### src/design/fbm_pkg.sv
// Overview of operation
// - read: chip select and output enable low, write enable high; flash drives data.
// - write: write enable and chip select low, output enable high; flash latches.
// - unlock bypass program takes two write cycles instead of four.
// - host reads no earlier than recovery time after reset returns high.
// - host does not restart a program or erase interrupted by hardware reset; it is abandoned.
package fbm_pkg;
  localparam int ADDR_W = 21;
  localparam int DATA_W = 16;
  localparam int BANK_MSB = 20;
  localparam int BANK_LSB = 19;
  localparam int CLK_PS = 5000;
  localparam int ADDRESS_ACCESS_TIME_PS = 70000;
  localparam int T_WP_PS = 35000;
  localparam int T_WH_PS = 20000;
  localparam int T_RP_PS = 500000;
  localparam int T_RH_PS = 50000;
  localparam int T_READY_PS = 20000000;
  localparam int ACC_CYC = (ADDRESS_ACCESS_TIME_PS + CLK_PS - 1) / CLK_PS;
  localparam int WP_CYC = (T_WP_PS + CLK_PS - 1) / CLK_PS;
  localparam int WH_CYC = (T_WH_PS + CLK_PS - 1) / CLK_PS;
  localparam int RP_CYC = (T_RP_PS + CLK_PS - 1) / CLK_PS;
  localparam int RH_CYC = (T_RH_PS + CLK_PS - 1) / CLK_PS;
  localparam int READY_CYC = (T_READY_PS + CLK_PS - 1) / CLK_PS;
  localparam int CNT_W = 16;
  localparam logic [15:0] UNLOCK_A1 = 16'h0555;
  localparam logic [15:0] UNLOCK_A2 = 16'h02AA;
  localparam logic [15:0] UNLOCK_D1 = 16'h00AA;
  localparam logic [15:0] UNLOCK_D2 = 16'h0055;
  localparam logic [15:0] CMD_PROG = 16'h00A0;
  localparam logic [1:0] OP_READ = 2'h0;
  localparam logic [1:0] OP_WRITE = 2'h1;
  localparam logic [1:0] OP_PROG = 2'h2;
  localparam logic [1:0] OP_RESET = 2'h3;
  typedef struct packed {
    logic [1:0]        op;
    logic              bypass;
    logic [ADDR_W:0]   addr;
    logic [DATA_W-1:0] data;
  } fbm_req_s;
  typedef struct packed {
    logic ce_n;
    logic oe_n;
    logic we_n;
    logic rst_n;
  } fbm_ctl_s;
  typedef enum logic [6:0] {
    ST_RST  = 7'h01,
    ST_RCV  = 7'h02,
    ST_IDLE = 7'h04,
    ST_RD   = 7'h08,
    ST_WLO  = 7'h10,
    ST_WHI  = 7'h20,
    ST_RDY  = 7'h40
  } fbm_state_e;
endpackage

### src/design/fbm_host.sv
`timescale 1ns/1ps
module fbm_host #(
  parameter int RP_CYCLES    = fbm_pkg::RP_CYC,
  parameter int READY_CYCLES = fbm_pkg::READY_CYC,
  parameter bit WORD_MODE    = 1'b1
) (
  input  wire logic                      i_clock,
  input  wire logic                      i_rst_n,
  input  wire logic                      i_ce,
  input  wire fbm_pkg::fbm_req_s         i_req,
  input  wire logic                      i_req_valid,
  output logic                           o_req_ready,
  output logic [fbm_pkg::DATA_W-1:0]     o_rd_data,
  output logic                           o_rd_valid,
  output logic                           o_busy_seen,
  output fbm_pkg::fbm_ctl_s              o_ctl,
  output logic [fbm_pkg::ADDR_W-1:0]     o_addr,
  output logic                           o_byte_n,
  output logic [fbm_pkg::DATA_W-1:0]     o_dq,
  output logic [fbm_pkg::DATA_W-1:0]     o_dq_oe,
  input  wire logic [fbm_pkg::DATA_W-1:0] i_dq,
  input  wire logic                      i_ready_busy_n
);
  // ----------------------------------------
  // pin synchronisers
  // ----------------------------------------
  logic [fbm_pkg::DATA_W-1:0] dq_s1_ff, dq_s2_ff;
  logic                       rb_s1_ff, rb_s2_ff;
  always_ff @(posedge i_clock or negedge i_rst_n) begin
    if (!i_rst_n) begin
      dq_s1_ff <= '0;
      dq_s2_ff <= '0;
      rb_s1_ff <= 1'b0;
      rb_s2_ff <= 1'b0;
    end else if (i_ce) begin
      dq_s1_ff <= i_dq;
      dq_s2_ff <= dq_s1_ff;
      rb_s1_ff <= i_ready_busy_n;
      rb_s2_ff <= rb_s1_ff;
    end
  end

  // ----------------------------------------
  // sequencer
  // ----------------------------------------
  fbm_pkg::fbm_state_e        state_ff;
  logic [fbm_pkg::CNT_W-1:0]  cnt_ff;
  logic [1:0]                 step_ff;
  fbm_pkg::fbm_req_s          req_ff;
  logic [fbm_pkg::ADDR_W-1:0] waddr;
  logic [fbm_pkg::DATA_W-1:0] wdata;

  function automatic logic [fbm_pkg::CNT_W-1:0] cyc(input int n);
    cyc = fbm_pkg::CNT_W'(n - 1);
  endfunction

  // unlock prefix for a full program; bypass needs only command plus data
  always_comb begin
    waddr = req_ff.addr[fbm_pkg::ADDR_W:1];
    wdata = req_ff.data;
    if (req_ff.op == fbm_pkg::OP_PROG) begin
      unique case (step_ff)
        2'h0: begin
          waddr = fbm_pkg::ADDR_W'(fbm_pkg::UNLOCK_A1);
          wdata = req_ff.bypass ? fbm_pkg::CMD_PROG : fbm_pkg::UNLOCK_D1;
        end
        2'h1: begin
          waddr = fbm_pkg::ADDR_W'(fbm_pkg::UNLOCK_A2);
          wdata = fbm_pkg::UNLOCK_D2;
        end
        2'h2: begin
          waddr = fbm_pkg::ADDR_W'(fbm_pkg::UNLOCK_A1);
          wdata = fbm_pkg::CMD_PROG;
        end
        default: ;
      endcase
    end
  end

  // bypass jumps from step 0 straight to the data write
  logic last_step;
  assign last_step = (req_ff.op != fbm_pkg::OP_PROG) || (step_ff == 2'h3);

  always_ff @(posedge i_clock or negedge i_rst_n) begin
    if (!i_rst_n) begin
      state_ff <= fbm_pkg::ST_RST;
      cnt_ff   <= '0;
      step_ff  <= '0;
      req_ff   <= '0;
    end else if (i_ce) begin
      unique case (state_ff)
        // power-up holds the flash in reset so it starts in array read
        fbm_pkg::ST_RST: begin
          if (cnt_ff == cyc(RP_CYCLES)) begin
            cnt_ff   <= '0;
            state_ff <= fbm_pkg::ST_RCV;
          end else cnt_ff <= cnt_ff + 1'b1;
        end
        fbm_pkg::ST_RCV: begin
          if (cnt_ff == cyc(fbm_pkg::RH_CYC)) begin
            cnt_ff   <= '0;
            state_ff <= fbm_pkg::ST_RDY;
          end else cnt_ff <= cnt_ff + 1'b1;
        end
        // wait for the flash to finish its internal reset before commands
        fbm_pkg::ST_RDY: begin
          if (rb_s2_ff || cnt_ff == cyc(READY_CYCLES)) begin
            cnt_ff   <= '0;
            state_ff <= fbm_pkg::ST_IDLE;
          end else cnt_ff <= cnt_ff + 1'b1;
        end
        fbm_pkg::ST_IDLE: begin
          if (i_req_valid) begin
            req_ff  <= i_req;
            step_ff <= '0;
            cnt_ff  <= '0;
            unique case (i_req.op)
              fbm_pkg::OP_READ:  state_ff <= fbm_pkg::ST_RD;
              fbm_pkg::OP_RESET: state_ff <= fbm_pkg::ST_RST;
              default:           state_ff <= fbm_pkg::ST_WLO;
            endcase
          end
        end
        // address access bound covers wake from standby and new address
        fbm_pkg::ST_RD: begin
          if (cnt_ff == cyc(fbm_pkg::ACC_CYC + 2)) begin
            cnt_ff   <= '0;
            state_ff <= fbm_pkg::ST_IDLE;
          end else cnt_ff <= cnt_ff + 1'b1;
        end
        fbm_pkg::ST_WLO: begin
          if (cnt_ff == cyc(fbm_pkg::WP_CYC)) begin
            cnt_ff   <= '0;
            state_ff <= fbm_pkg::ST_WHI;
          end else cnt_ff <= cnt_ff + 1'b1;
        end
        fbm_pkg::ST_WHI: begin
          if (cnt_ff == cyc(fbm_pkg::WH_CYC)) begin
            cnt_ff <= '0;
            if (last_step) state_ff <= fbm_pkg::ST_IDLE;
            else begin
              step_ff  <= (req_ff.bypass && step_ff == 2'h0) ? 2'h3 : step_ff + 2'h1;
              state_ff <= fbm_pkg::ST_WLO;
            end
          end else cnt_ff <= cnt_ff + 1'b1;
        end
        default: state_ff <= fbm_pkg::ST_RST;
      endcase
    end
  end

  // ----------------------------------------
  // pin drivers
  // ----------------------------------------
  logic byte_lane;
  assign byte_lane = !WORD_MODE;
  always_ff @(posedge i_clock or negedge i_rst_n) begin
    if (!i_rst_n) begin
      o_ctl    <= '{ce_n: 1'b1, oe_n: 1'b1, we_n: 1'b1, rst_n: 1'b0};
      o_addr   <= '0;
      o_dq     <= '0;
      o_dq_oe  <= '0;
      // width pin starts at its configured level so no false width change follows reset
      o_byte_n <= WORD_MODE;
    end else if (i_ce) begin
      o_byte_n    <= WORD_MODE;
      o_ctl.rst_n <= (state_ff != fbm_pkg::ST_RST);
      // deselect between cycles gives standby; any running operation carries on
      o_ctl.ce_n  <= !(state_ff == fbm_pkg::ST_RD || state_ff == fbm_pkg::ST_WLO
                       || state_ff == fbm_pkg::ST_WHI);
      o_ctl.oe_n  <= (state_ff != fbm_pkg::ST_RD);
      o_ctl.we_n  <= (state_ff != fbm_pkg::ST_WLO);
      if (state_ff == fbm_pkg::ST_RD) o_addr <= req_ff.addr[fbm_pkg::ADDR_W:1];
      else if (state_ff == fbm_pkg::ST_WLO) o_addr <= waddr;
      // drive data while writing, and in byte mode dq15 with the low address bit during reads; the rest floated while the flash may drive
      if (state_ff == fbm_pkg::ST_WLO || state_ff == fbm_pkg::ST_WHI) begin
        o_dq    <= byte_lane ? {req_ff.addr[0], 7'h00, wdata[7:0]} : wdata;
        o_dq_oe <= byte_lane ? 16'h80FF : 16'hFFFF;
      end else if (state_ff == fbm_pkg::ST_RD && byte_lane) begin
        o_dq    <= {req_ff.addr[0], 15'h0000};
        o_dq_oe <= 16'h8000;
      end else begin
        o_dq    <= '0;
        o_dq_oe <= '0;
      end
    end
  end

  // ----------------------------------------
  // user side
  // ----------------------------------------
  always_ff @(posedge i_clock or negedge i_rst_n) begin
    if (!i_rst_n) begin
      o_req_ready <= 1'b0;
      o_rd_valid  <= 1'b0;
      o_rd_data   <= '0;
      o_busy_seen <= 1'b0;
    end else if (i_ce) begin
      o_req_ready <= (state_ff == fbm_pkg::ST_IDLE) && !i_req_valid;
      o_busy_seen <= !rb_s2_ff;
      o_rd_valid  <= 1'b0;
      if (state_ff == fbm_pkg::ST_RD && cnt_ff == cyc(fbm_pkg::ACC_CYC + 2)) begin
        o_rd_valid <= 1'b1;
        o_rd_data  <= byte_lane ? {8'h00, dq_s2_ff[7:0]} : dq_s2_ff;
      end
    end
  end

  // ----------------------------------------
  // checks
  // ----------------------------------------
  a_read_ctl: assert property (@(posedge i_clock) disable iff (!i_rst_n)
    !o_ctl.oe_n |-> (!o_ctl.ce_n && o_ctl.we_n && o_ctl.rst_n)) else $error("read pins bad");
  a_write_ctl: assert property (@(posedge i_clock) disable iff (!i_rst_n)
    !o_ctl.we_n |-> (!o_ctl.ce_n && o_ctl.oe_n && (&o_dq_oe[7:0]))) else $error("write pins bad");
  a_no_contend: assert property (@(posedge i_clock) disable iff (!i_rst_n)
    !o_ctl.oe_n |-> (o_dq_oe[14:0] == 15'h0000)) else $error("bus contention");
  a_reset_hold: assert property (@(posedge i_clock) disable iff (!i_rst_n)
    $fell(o_ctl.rst_n) && i_ce |-> !o_ctl.rst_n[*2]) else $error("reset pulse short");
  a_rcv_gap: assert property (@(posedge i_clock) disable iff (!i_rst_n)
    $rose(o_ctl.rst_n) |-> o_ctl.oe_n[*2]) else $error("read too soon after reset");
  a_rd_valid: assert property (@(posedge i_clock) disable iff (!i_rst_n)
    o_rd_valid |-> $past(!o_ctl.oe_n, 2)) else $error("read data without access");
  a_ce_idle: assert property (@(posedge i_clock) disable iff (!i_rst_n)
    (state_ff == fbm_pkg::ST_IDLE && i_ce) |=> o_ctl.ce_n) else $error("no standby");
  a_byte_pin: assert property (@(posedge i_clock) disable iff (!i_rst_n)
    $past(i_ce) |-> o_byte_n == WORD_MODE) else $error("width pin wrong");
  c_read: cover property (@(posedge i_clock) disable iff (!i_rst_n) o_rd_valid);
  c_write: cover property (@(posedge i_clock) disable iff (!i_rst_n) $fell(o_ctl.we_n));
  c_reset: cover property (@(posedge i_clock) disable iff (!i_rst_n) $rose(o_ctl.rst_n));
endmodule // fbm_host

### config.mk
export PLATFORM = sky130hd
export DESIGN_NAME = fbm_host
export DESIGN_NICKNAME = d
export VERILOG_FILES = /design/src/design/fbm_pkg.sv /design/src/design/fbm_host.sv
export SDC_FILE = /design/constraint.sdc
export NUM_CORES = 1
export LEC_CHECK = 0
export BUFFER_PORTS_ARGS = -buffer_cell sky130_fd_sc_hd__buf_2
export CAP_MARGIN = 20
export CORE_ASPECT_RATIO = 0.75
export CORE_MARGIN = 1
export CORE_UTILIZATION = 57
export CTS_BUF_LIST = sky130_fd_sc_hd__clkbuf_8
export DETAILED_ROUTE_END_ITERATION = 16
export PLACE_DENSITY = 0.82
export SLEW_MARGIN = 20
export SYNTH_ARGS = -nofsm -noshare
export SYNTH_HDL_FRONTEND = slang
export SYNTH_SLANG_ARGS = --single-unit
### constraint.sdc
create_clock -name i_clock -period 3.45 [get_ports i_clock]
set_clock_uncertainty 0.15 [all_clocks]
set_input_delay 0.69 -clock i_clock [delete_from_list [all_inputs] [get_ports i_clock]]
set_output_delay 0.69 -clock i_clock [all_outputs]
set_load 0.02 [all_outputs]
==> flow_metrics.env <==
export IMPL_cts_setup_buffers=0
export IMPL_synthAdderAreaFrac_pct=1.59
export IMPL_netlist_top_cell_by_area="dfrtp_1"
export IMPL_layout_setup_ws_ps=387
export IMPL_synth_commonest_cells="156 x dfrtp_1, 92 x mux2_2, 53 x nand2_1, 35 x nor2_1, 29 x a21oi_1"
export IMPL_wl_met2_mm=7.31
export IMPL_yosys_area_share_simple_pct=12.1
export IMPL_ys_async_sr_fraction_pct=100
export IMPL_power_mw=5.29
export IMPL_synth_top_area_share_pct=55.0
export IMPL_dp_slack_ps=451
export IMPL_dp_hpwl_mm=10.6
export IMPL_hp_class="in -> async"
export IMPL_tns_ps=0
export IMPL_io_buffers=136
export IMPL_layout_drive_gt1_share_pct=40.9
export IMPL_drtIter0Drc=387
export IMPL_overflow=0
export IMPL_cts_inserted_buffers=17
export IMPL_slew_limit_headroom_pct=40.6
export IMPL_antenna_found_initial=2
export IMPL_crit_type="reg -> reg"
export IMPL_grt_max_degree=62
export IMPL_cp_end_kind="flop"
export IMPL_ys_flop_type="dfrtp_1"
export IMPL_crit_arrival_ps=3230
export IMPL_vdd_ir_drop_max_mv=0.384
export IMPL_synth_compound_gate_area_share_pct=10.0
export IMPL_layout_cells_non_filler=880
export IMPL_seq_area_frac_synth_pct=56.4
export IMPL_wl_met3_um=969
export IMPL_setup_violations=0
export IMPL_ctsResizeCount=0
export IMPL_syn_num_nets=659
export IMPL_synth_cell_types=64
export IMPL_grt_pass1_vias=4910
export IMPL_gp_congestion=0.833
export IMPL_ys_top_cells_by_area="dfrtp_1 55%, mux2_2 15%, nand2_1 2.8%"
export IMPL_wl_mm=15.1
export IMPL_clk_latency_ps=440
export IMPL_powerDensity_nw_per_um2=642
export IMPL_clk_path_buf_depth=2
export IMPL_initial_utilization_pct=59.8
export IMPL_avgSynthCellArea_um2=12.1
export IMPL_fin_crit_sh_pct=88.8
export IMPL_wl_met1_mm=6.58
export IMPL_coreArea_um2=11900
export IMPL_drv_cap=0
export IMPL_vias=4977
export IMPL_fmaxAchievable_mhz=326
export IMPL_synthXorXnorAreaFrac_pct=0.123
export IMPL_placed_cells=847
export IMPL_reg2reg_slack_ps=390
export IMPL_rows=34
export IMPL_die_height_um=98.7
export IMPL_cts_tree="yes"
export IMPL_finalHoldViolations=0
export IMPL_routed_top_layer="met5"
export IMPL_synth_seq_cells=160
export IMPL_required_ps=3620
export IMPL_cts_sinks=160
export IMPL_syn_to_final_growth_pct=16.1
export IMPL_die_area_um2=12900
export IMPL_cts_root_buf="clkbuf_8"
export IMPL_num_io_pins=139
export IMPL_drtPass1Iterations=4
export IMPL_antenna_left=0
export IMPL_status="finished clean"
export IMPL_syn_inst=588
export IMPL_clkSlewWorstSetupHoldPaths_ps=90
export IMPL_synth_most_common_cell="dfrtp_1"
export IMPL_cts_hold_buffers=0
export IMPL_cts_max_level=4
export IMPL_cp_max_fo=11
export IMPL_p_leak_nw=4.11
export IMPL_drcViolationCount=0
export IMPL_worst_hold_slack_ps=44.3
export IMPL_ys_warn_count=0
export IMPL_synth_edf_count=0
export IMPL_synth_area_mux_share_pct=15.2
export IMPL_die_x_um=131
export IMPL_syn_area_um2=7100
export IMPL_start_kind="flop"
export IMPL_track_usage_pct=25.1
export IMPL_rsz0062_at_grt="false"
export IMPL_wl_per_cell_um=17.2
export IMPL_grt_pass1_wl_mm=24.9
export IMPL_vias_per_cell=5.66
export IMPL_worst_pin_slew_ps=891
export IMPL_slew_violations=0
export IMPL_nNetsFinal=775
export IMPL_synth_top_family_by_area="multiplexers"
export IMPL_period_minus_slack_ps=3060
final cells by class:
class                   count  area [um^2]
diodes                      1         2.50
clock buffers              18          248
clock inverters            14          154
fillers                   853         3620
inverters                  11         41.3
multi-input cells         365         2780
flip-flops and latches    160         4010
well taps                 162          203
repair buffers            149          810
registers in the layout, summed over array words and instances, names as in the netlist, 2 cells and up:
register / count
state_ff: 7
o_addr: 21
o_ctl: 4
o_dq: 16
dq_s1_ff: 16
cnt_ff: 16
step_ff: 2
dq_s2_ff: 16
req_ff: 40
o_rd_data: 16
kinds of logic (layout without fill, tap and decap cells):
| family | count (synthesis) | after routing |
|---|---|---|
| and+or+nand+nor | 164 | 164 |
| DFF | 160 | 160 |
| muxes | 96 | 96 |
| AOI/OAI and AO/OA | 94 | 94 |
| buffers and inverters | 63 | 192 |
| adders and majority gates | 9 | 9 |
| other | 1 | 2 |
| xor gates and xnor gates | 1 | 1 |
layer usage:
metal | track usage (%) | vias to the layer above
li1 | - | 2322
met1 | 33.9 | 2480
met2 | 39.1 | 153
met3 | 7.71 | 20
met4 | 7.25 | 2
met5 | 0 | -
worst paths after layout:
check                                       start                        to  depth (start not counted)
max                        cnt_ff[12]$_DFFE_PN0P_   state_ff[6]$_DFFE_PN0P_                          5
min                                       i_rst_n  o_rd_data[8]$_DFFE_PN0P_                          1
max reg2reg                cnt_ff[12]$_DFFE_PN0P_   state_ff[6]$_DFFE_PN0P_                          5
min reg2reg                o_addr[18]$_DFFE_PN0P_    o_addr[18]$_DFFE_PN0P_                          2
max in group asynchronous                 i_rst_n    o_addr[18]$_DFFE_PN0P_                          2
min in group i_clock                      i_dq[2]   dq_s1_ff[2]$_DFFE_PN0P_                          2
placed cells by master (no fill, tap or decap), drive strengths merged, types with 5 or more instances in the layout:
cell type and count:
a21oi 29, a22o 10, a2bb2oi 6, and3 6, buf 149, clkbuf 18, clkinv 6, dfrtp 156
ha 9, inv 16, mux2 95, nand2 53, nand3 24, nand4 5, nor2 35, nor3 6
nor4 6, o21ai 12, o2bb2ai 8, o31ai 6
power breakdown:
group	internal, mW	switching, mW	leakage, nW	total (mW)
logic	0.626	0.685	1.87	1.31
clock network	0.676	0.721	0.207	1.40
registers	2.22	0.363	2.04	2.59
stage by stage:
step / area, um^2 / utilization [%]
after floorplan: 7100 / -
after global placement: 7840 / 66.1
after detailed placement: 7840 / 66.1
after CTS: 8250 / 69.5
after global routing: 8250 / 69.5
final: 8250 / 69.5
critical path: stages (launching register included):
cell and delay, ps:
dfrtp_1 480, or4_1 560, nor4_1 450, o22ai_1 170, or4b_1 740, mux2_1 390
Note: power is estimated with default switching activity, not from simulation.
